[src/asb_map.svh]
// timing and geometry constants for the async byte-wide memory controller
`ifndef ASB_MAP_SVH
`define ASB_MAP_SVH
`define ASB_CLK_PERIOD_NS 20
`define ASB_ADDR_W 17
`define ASB_DATA_W 8
// slow grade figures, the stricter of the two
`define ASB_CYCLE_MIN_NS 10
`define ASB_ACCESS_MAX_NS 10
`define ASB_STROBE_PULSE_MIN_OUTPUTS_ON_NS 10
`define ASB_DATA_SETUP_NS 5
`define ASB_DATA_HOLD_AFTER_CLOSE_NS 0
`define ASB_BUS_TURN_NS 5
// least times round up to whole cycles, never under one
`define ASB_CYC_UP(t) ((((t) + `ASB_CLK_PERIOD_NS - 1) / `ASB_CLK_PERIOD_NS) < 1 ? 1 : \
   (((t) + `ASB_CLK_PERIOD_NS - 1) / `ASB_CLK_PERIOD_NS))
// read window asks for twice the access time, trading speed for margin
`define ASB_RD_CYC `ASB_CYC_UP(`ASB_ACCESS_MAX_NS + `ASB_ACCESS_MAX_NS)
`define ASB_WR_CYC `ASB_CYC_UP(`ASB_STROBE_PULSE_MIN_OUTPUTS_ON_NS)
`define ASB_TURN_CYC `ASB_CYC_UP(`ASB_BUS_TURN_NS)
`define ASB_CNT_W 4
`endif

[src/asb_pkg.sv]
// types for the async byte-wide memory controller
`default_nettype none
package asb_pkg;
   // one bit flips per step, except close to turn: the write loop has odd length
   typedef enum logic [2:0] {
      ASB_IDLE   = 3'h0,
      ASB_SETUP  = 3'h1,
      ASB_STROBE = 3'h3,
      ASB_CLOSE  = 3'h7,
      ASB_READ   = 3'h5,
      ASB_TURN   = 3'h4
   } asb_state_t;
endpackage
`default_nettype wire

[src/asb_ctrl.sv]
// host controller driving an asynchronous byte-wide static memory
// How it works
// - store strobe stays high throughout every read.
// - select low at least 7 ns before the window closes.
// - address valid at least 7 ns before the window closes.
// - strobe low at least 7 ns when drive enable is high.
// - strobe low at least 10 ns when drive enable is low.
// - write data stable at least 5 ns before the window closes.
// - write data held until the window has closed.
// - address valid no later than the window opens.
// - address unchanged until the window has closed.
`timescale 1ns/1ps
`default_nettype none
`include "asb_map.svh"
module asb_ctrl (
   input  wire logic                     core_clk,
   input  wire logic                     rst,
   input  wire logic                     clk_en,
   input  wire logic                     req_valid,
   input  wire logic                     req_write,
   input  wire logic [`ASB_ADDR_W-1:0]   req_addr,
   input  wire logic [`ASB_DATA_W-1:0]   req_wdata,
   output logic                          req_ready,
   output logic                          rsp_valid,
   output logic [`ASB_DATA_W-1:0]        rsp_rdata,
   output logic [`ASB_ADDR_W-1:0]        word_index_lines,
   output logic                          unit_select_n,
   output logic                          store_strobe_n,
   output logic                          drive_enable_n,
   input  wire logic [`ASB_DATA_W-1:0]   shared_byte_lines_i,
   output logic [`ASB_DATA_W-1:0]        shared_byte_lines_o,
   output logic                          shared_byte_lines_oe
);
   asb_pkg::asb_state_t state_q, state_d;
   logic [`ASB_CNT_W-1:0] cnt_q, cnt_d;
   logic                  write_q;

   // pacing counter expiry and request acceptance
   wire cnt_done  = (cnt_q == `ASB_CNT_W'(0));
   wire in_idle   = (state_q == asb_pkg::ASB_IDLE);
   wire take_req  = in_idle && req_valid;

   // present-state views read by the response logic
   wire in_close  = (state_q == asb_pkg::ASB_CLOSE);
   wire in_read   = (state_q == asb_pkg::ASB_READ);

   // counter reloads, one short because the load cycle itself counts
   wire [`ASB_CNT_W-1:0] wr_load   = `ASB_CNT_W'(`ASB_WR_CYC - 1);
   wire [`ASB_CNT_W-1:0] rd_load   = `ASB_CNT_W'(`ASB_RD_CYC - 1);
   wire [`ASB_CNT_W-1:0] turn_load = `ASB_CNT_W'(`ASB_TURN_CYC - 1);
   wire [`ASB_CNT_W-1:0] cnt_dec   = cnt_done ? cnt_q : cnt_q - `ASB_CNT_W'(1);

   // sequencer: next state and wait counts
   always_comb begin
      state_d = state_q;
      cnt_d   = cnt_dec;
      case (state_q)
         asb_pkg::ASB_IDLE: begin
            if (req_valid) begin
               state_d = asb_pkg::ASB_SETUP;
               cnt_d   = `ASB_CNT_W'(0);
            end
         end
         asb_pkg::ASB_SETUP: begin
            // address and select settle one cycle before any strobe
            state_d = write_q ? asb_pkg::ASB_STROBE : asb_pkg::ASB_READ;
            cnt_d   = write_q ? wr_load : rd_load;
         end
         asb_pkg::ASB_STROBE: begin
            if (cnt_done) begin
               state_d = asb_pkg::ASB_CLOSE;
            end
         end
         asb_pkg::ASB_CLOSE: begin
            state_d = asb_pkg::ASB_TURN;
            cnt_d   = turn_load;
         end
         asb_pkg::ASB_READ: begin
            if (cnt_done) begin
               state_d = asb_pkg::ASB_TURN;
               cnt_d   = turn_load;
            end
         end
         asb_pkg::ASB_TURN: begin
            if (cnt_done) begin
               state_d = asb_pkg::ASB_IDLE;
            end
         end
         default: begin
            state_d = asb_pkg::ASB_IDLE;
            cnt_d   = `ASB_CNT_W'(0);
         end
      endcase
   end

   // pin levels decoded from the next state so every pin leaves a flop
   wire sel_d    = (state_d != asb_pkg::ASB_IDLE) && (state_d != asb_pkg::ASB_TURN);
   // strobe low only inside the select window
   wire strobe_d = (state_d == asb_pkg::ASB_STROBE);
   // drive enable low only for reads
   wire drive_d  = (state_d == asb_pkg::ASB_READ);
   // drive the bus only on a write path, never while reading or turning
   wire oe_d     = (state_d == asb_pkg::ASB_SETUP && (take_req ? req_write : write_q)) ||
                   (state_d == asb_pkg::ASB_STROBE) || (state_d == asb_pkg::ASB_CLOSE);
   // capture read data at the end of the access window
   wire rd_cap   = in_read && cnt_done;

   // state and counter
   always_ff @(posedge core_clk) begin
      if (rst) begin
         state_q <= asb_pkg::ASB_IDLE;
         cnt_q   <= `ASB_CNT_W'(0);
      end else if (clk_en) begin
         state_q <= state_d;
         cnt_q   <= cnt_d;
      end
   end

   // direction of the access in flight, steers the sequencer out of setup
   always_ff @(posedge core_clk) begin
      if (rst) begin
         write_q <= 1'b0;
      end else if (clk_en && take_req) begin
         write_q <= req_write;
      end
   end

   // address latched at acceptance, so valid before the window opens
   // it stays put until the next request, long after the window closes
   always_ff @(posedge core_clk) begin
      if (rst) begin
         word_index_lines <= `ASB_ADDR_W'(0);
      end else if (clk_en && take_req) begin
         word_index_lines <= req_addr;
      end
   end

   // write byte latched at acceptance, a whole cycle ahead of the strobe
   // held until the next request, so it outlasts the window
   always_ff @(posedge core_clk) begin
      if (rst) begin
         shared_byte_lines_o <= `ASB_DATA_W'(0);
      end else if (clk_en && take_req) begin
         shared_byte_lines_o <= req_wdata;
      end
   end

   // select high whenever idle or turning
   // select falls a cycle before strobe; drive enable stays high, so the memory never drives during a write
   // select and address lead the window close by more than a cycle
   always_ff @(posedge core_clk) begin
      if (rst) begin
         unit_select_n <= 1'b1;
      end else if (clk_en) begin
         unit_select_n <= ~sel_d;
      end
   end

   // strobe held a whole cycle count of at least 10 ns
   always_ff @(posedge core_clk) begin
      if (rst) begin
         store_strobe_n <= 1'b1;
      end else if (clk_en) begin
         store_strobe_n <= ~strobe_d;
      end
   end

   // drive enable low only while reading; a freeze stretches it, never shortens it
   always_ff @(posedge core_clk) begin
      if (rst) begin
         drive_enable_n <= 1'b1;
      end else if (clk_en) begin
         drive_enable_n <= ~drive_d;
      end
   end

   // data drive lasts one cycle past the strobe rise
   // bus off a full cycle before and after any read
   always_ff @(posedge core_clk) begin
      if (rst) begin
         shared_byte_lines_oe <= 1'b0;
      end else if (clk_en) begin
         shared_byte_lines_oe <= oe_d;
      end
   end

   // completion pulse: end of the read window, or the cycle after a write closes
   always_ff @(posedge core_clk) begin
      if (rst) begin
         rsp_valid <= 1'b0;
      end else if (clk_en) begin
         rsp_valid <= rd_cap || in_close;
      end
   end

   // sample after the full access time of the new address
   always_ff @(posedge core_clk) begin
      if (rst) begin
         rsp_rdata <= `ASB_DATA_W'(0);
      end else if (clk_en && rd_cap) begin
         rsp_rdata <= shared_byte_lines_i;
      end
   end

   // ready is decoded from the next state, so it tracks the idle state in the same cycle and never leads acceptance
   always_ff @(posedge core_clk) begin
      if (rst) begin
         req_ready <= 1'b0;
      end else if (clk_en) begin
         req_ready <= (state_d == asb_pkg::ASB_IDLE);
      end
   end
endmodule
`default_nettype wire

[config.mk]
export PLATFORM = sky130hd
export DESIGN_NAME = asb_ctrl
export DESIGN_NICKNAME = d
export VERILOG_FILES = /design/src/asb_pkg.sv /design/src/asb_ctrl.sv
export VERILOG_INCLUDE_DIRS = /design/src /design/src/src
export SDC_FILE = /design/constraint.sdc
export NUM_CORES = 1
export LEC_CHECK = 0
export ABC_AREA = 0
export BUFFER_PORTS_ARGS = -buffer_cell sky130_fd_sc_hd__buf_2
export CORE_MARGIN = 2
export CORE_UTILIZATION = 35
export CTS_BUF_LIST = sky130_fd_sc_hd__clkbuf_8 sky130_fd_sc_hd__clkbuf_16
export CTS_CLUSTER_SIZE = 10
export DETAILED_ROUTE_END_ITERATION = 10
export PLACE_DENSITY_LB_ADDON = 0.15
export SLEW_MARGIN = 30
export SYNTH_ARGS = -nofsm -noshare
export SYNTH_HDL_FRONTEND = slang
export SYNTH_SLANG_ARGS = --single-unit
export TNS_END_PERCENT = 1
[constraint.sdc]
create_clock -name core_clk -period 2.2 [get_ports core_clk]
set_clock_uncertainty 0.1 [all_clocks]
set_input_delay 0.44 -clock core_clk [delete_from_list [all_inputs] [get_ports core_clk]]
set_output_delay 0.44 -clock core_clk [all_outputs]
set_load 0.01 [all_outputs]
==> reports/qor.log <==
INFO  synthesis      synthesis.area=1930um^2
INFO  synthesis      netlist-cell-type-count=37
INFO  sta            final.setup.tns=0ps
INFO  drt            drtAntennaViolNets=0
INFO  pwr            p_leak=0.00108uW
INFO  worst_hold_path holdCritPathClass=primary input to flop
INFO  global_routing grt-ovfl-total=0
INFO  global_routing pin_count_of_the_biggest_net_entering_global_routing=27
INFO  placement      gpl.final_weighted_congestion=0.781
INFO  synthesis      synth_sequential_area_ratio=48.7%
INFO  global_routing first_global_vias=1617
INFO  sta            rsz0062_at_grt=no
INFO  sta            period_minus_slack=1990ps
INFO  critical_path  worstSetupEndpointType=flop
INFO  placement      placed_area=2400um^2
INFO  layout         final_cell_area=2500um^2
INFO  drt            avgViaCountPerCell=4.67
INFO  drt            via_count=1767
INFO  critical_path  r2r-end=cnt_q[0]$_SDFFE_PP0P_
INFO  worst_hold_path hold_path_end=rsp_rdata[4]$_SDFFE_PP0P_
INFO  clock_tree     htree_levels=2
INFO  critical_path  critPathMaxStageDelay=310ps
INFO  die            die_width=78.3um
INFO  clock_tree     worst_setup_hold_path_clk_slew=90ps
INFO  drt            detail_route.wl_per_cell=11.6um
INFO  sta            finalMaxSlewViolations=0
INFO  critical_path  critical-path-top-delay-family=adder cells
INFO  clock_tree     clock-sinks=47
INFO  pwr            swShare=24.8%
INFO  die            die_height=78.3um
INFO  synthesis      dominantRegCellSynth=sky130_fd_sc_hd__dfxtp_1
INFO  die            core=5410um^2
INFO  synthesis      number_of_synthesized_register_bits=47
INFO  clock_tree     cts_hold_buf=0
INFO  status         status=finished, final reports clean
INFO  critical_path  worstSetupStartpointType=flop
INFO  sta            timing.max_slew.rel_slack=62.1%
INFO  layout         drive_gt1_share=31.7%
INFO  placement      dp_hpwl=3.06mm
INFO  layout         mostFrequentLayoutCells=sky130_fd_sc_hd__buf_2, sky130_fd_sc_hd__nand2_1, sky130_fd_sc_hd__dfxtp_1, sky130_fd_sc_hd__a21oi_1, sky130_fd_sc_hd__nor2_1
INFO  critical_path  cp_slowest_cell=sky130_fd_sc_hd__dfxtp_1
INFO  layout         final_common_cell=sky130_fd_sc_hd__buf_2
INFO  critical_path  critical_path.most_common_cell=sky130_fd_sc_hd__ha_1
INFO  clock_tree     cts_max_path_buffers=2
INFO  die            io-pin-count=77
INFO  synthesis      synth_nets=270
INFO  critical_path  timing.critical_path.from=cnt_q[0]$_SDFFE_PP0P_
INFO  synthesis      synth_enable_flop_cells=0
INFO  pwr            worst_ir_drop_vdd=0.304mV
INFO  worst_hold_path beginning_of_the_worst_hold_path=shared_byte_lines_i[4]
INFO  clock_tree     post_cts.repair.setup_buffers=0
INFO  critical_path  timing.setup.critical_path_class=flop to flop
INFO  synthesis      post_synth.cell_area_avg=8.40um^2
INFO  pwr            netSwitchingPower=439uW
INFO  clock_tree     cts_tree=done
INFO  critical_path  worstPathBufferInverterCount=2
INFO  synthesis      synth_cells=230
INFO  synthesis      yosys_warnings=0
INFO  worst_hold_path worst_hold_path.num_cells=3
INFO  sta            max_freq=0.502GHz
INFO  drt            totalWireLength=4.39mm
INFO  layout         area_growth_from_synthesis_to_layout=29.3%
INFO  layout         layout.cells.non_filler=378
INFO  critical_path  cp_max_fo=5
INFO  sta            hold-worst-slack=276ps
INFO  die            die_area=6130um^2
INFO  global_routing antenna_found_initial=0
INFO  pwr            comb_power_share=14.5%
INFO  sta            finalHoldViolations=0
INFO  clock_tree     cts-root-buf=sky130_fd_sc_hd__clkbuf_8
INFO  placement      placed_cells=371
INFO  drt            drt_pre_antenna_iters=4
INFO  pwr            p_int=1330uW
INFO  layout         nNetsFinal=346
INFO  pwr            clkPwrFrac=34.0%
INFO  sta            max_slew.worst_pin.slew=569ps
INFO  critical_path  rr_startpoint=cnt_q[0]$_SDFFE_PP0P_
INFO  layout         num_antenna_cells=0
INFO  critical_path  crit_path_cell_trace=inv_1 -> ha_1 -> nor3b_4 -> inv_2 -> ha_1 -> nor2_1 -> a22o_1 -> nand2_1 -> a311oi_1
INFO  job            maxCapViolations=0
INFO  placement      portBuffers=76
INFO  critical_path  arrival=2090ps
INFO  die            start_util=35.8%
INFO  global_routing grt_use_total=15.1%
INFO  clock_tree     tritoncts.num_buffers=5
INFO  drt            first_iter_violations=79
INFO  critical_path  worst_reg_to_reg_setup_slack=210ps
INFO  global_routing first_pass_grt_wire_length=7.39mm
INFO  critical_path  worst_ep_required_time=2300ps
INFO  critical_path  reg2reg_depth=9
INFO  clock_tree     clock_latency_on_the_worst_skew_pair=290ps
INFO  pwr            power_per_cell_area=707nW/um^2
INFO  pwr            seq_power_share=51.5%
INFO  sta            final-setup-viol-count=0
INFO  clock_tree     cts_resized=0
INFO  die            placementRows=27
INFO  drt            drc=0
INFO  sta            final_cycle_utilization_of_the_critical_path=90.5%
INFO  synthesis      async_reset_ff_share=0%
registers in the layout, indices dropped and copies added (netlist names):
register              flops
word_index_lines         17
rsp_rdata                 8
shared_byte_lines_o       8
cnt_q                     4
state_q                   3
drive_enable_n            1
req_ready                 1
rsp_valid                 1
shared_byte_lines_oe      1
store_strobe_n            1
unit_select_n             1
write_q                   1
worst reg2reg max path: stages, from the launching register on:
cell                       delay, ps
sky130_fd_sc_hd__dfxtp_1         310
sky130_fd_sc_hd__inv_1            90
sky130_fd_sc_hd__ha_1            210
sky130_fd_sc_hd__nor3b_4         300
sky130_fd_sc_hd__inv_2           100
sky130_fd_sc_hd__ha_1            290
sky130_fd_sc_hd__nor2_1           90
sky130_fd_sc_hd__a22o_1          120
sky130_fd_sc_hd__nand2_1          50
sky130_fd_sc_hd__a311oi_1        240
power by group through the flow:
stage	Combinational (uW)	Sequential (uW)	Clock, uW
global placement	259	930	0
global route	288	916	667
floorplan	155	939	0
finish	256	910	601
CTS	260	911	635
detailed placement	259	930	0
logic make-up (layout without fill, tap and decap cells):
logic type | Yosys count | in the layout | synth area share (%)
AOI/OAI and AO/OA | 48 | 48 | 14.6
xor gates and xnor gates | 1 | 1 | 0.453
adders and majority gates | 2 | 2 | 1.29
buffers and inverters | 22 | 98 | 5.50
DFF | 47 | 47 | 48.7
muxes | 10 | 10 | 5.24
and+or+nand+nor | 100 | 100 | 24.2
layer usage:
layer / share of wire (%) / up-vias / global-route usage, %
li1: - / 916 / -
met2: 49 / 42 / 26.1
met1: 44 / 805 / 17.7
met5: 0 / - / 0
met3: 5.8 / 4 / 4.71
met4: 0.98 / 0 / 5.26
worst max-delay path by stage:
stage,endpoint,slack (ps),depth (start not counted)
floorplan,rsp_rdata[0]$_SDFFE_PP0P_,270,7
global placement,cnt_q[0]$_SDFFE_PP0P_,260,9
detailed placement,cnt_q[0]$_SDFFE_PP0P_,210,9
CTS,cnt_q[0]$_SDFFE_PP0P_,190,9
global route,cnt_q[0]$_SDFFE_PP0P_,20,9
finish,cnt_q[0]$_SDFFE_PP0P_,210,9
metrics by stage:
step | total power (uW) | setup WS [ps] | util (%)
finish | 1770 | 209 | 46.2
global route | 1870 | 20.5 | 46.2
CTS | 1810 | 189 | 46.2
detailed placement | 1190 | 213 | 44.3
global placement | 1190 | 261 | 44.3
floorplan | 1090 | 275 | -
layout make-up:
cell class              count  area [um^2]
well taps                  72         90.1
flip-flops and latches     47          941
inverters                   8         33.8
clock buffers               5         68.8
repair buffers             83          445
fillers                   576         2910
clock inverters             2         33.8
multi-input cells         161          886
cell usage after synthesis, types with 4 or more instances:
master	number	area [um^2]
sky130_fd_sc_hd__nand2_1	62	233
sky130_fd_sc_hd__inv_1	6	22.5
sky130_fd_sc_hd__clkbuf_1	10	37.5
sky130_fd_sc_hd__nor2_1	17	63.8
sky130_fd_sc_hd__a21oi_1	31	155
sky130_fd_sc_hd__o21ai_0	4	20.0
sky130_fd_sc_hd__dfxtp_1	47	941
sky130_fd_sc_hd__mux2i_1	9	90.1
sky130_fd_sc_hd__nand3_1	4	20.0
No activity file was read; power rests on OpenSTA's default activity.
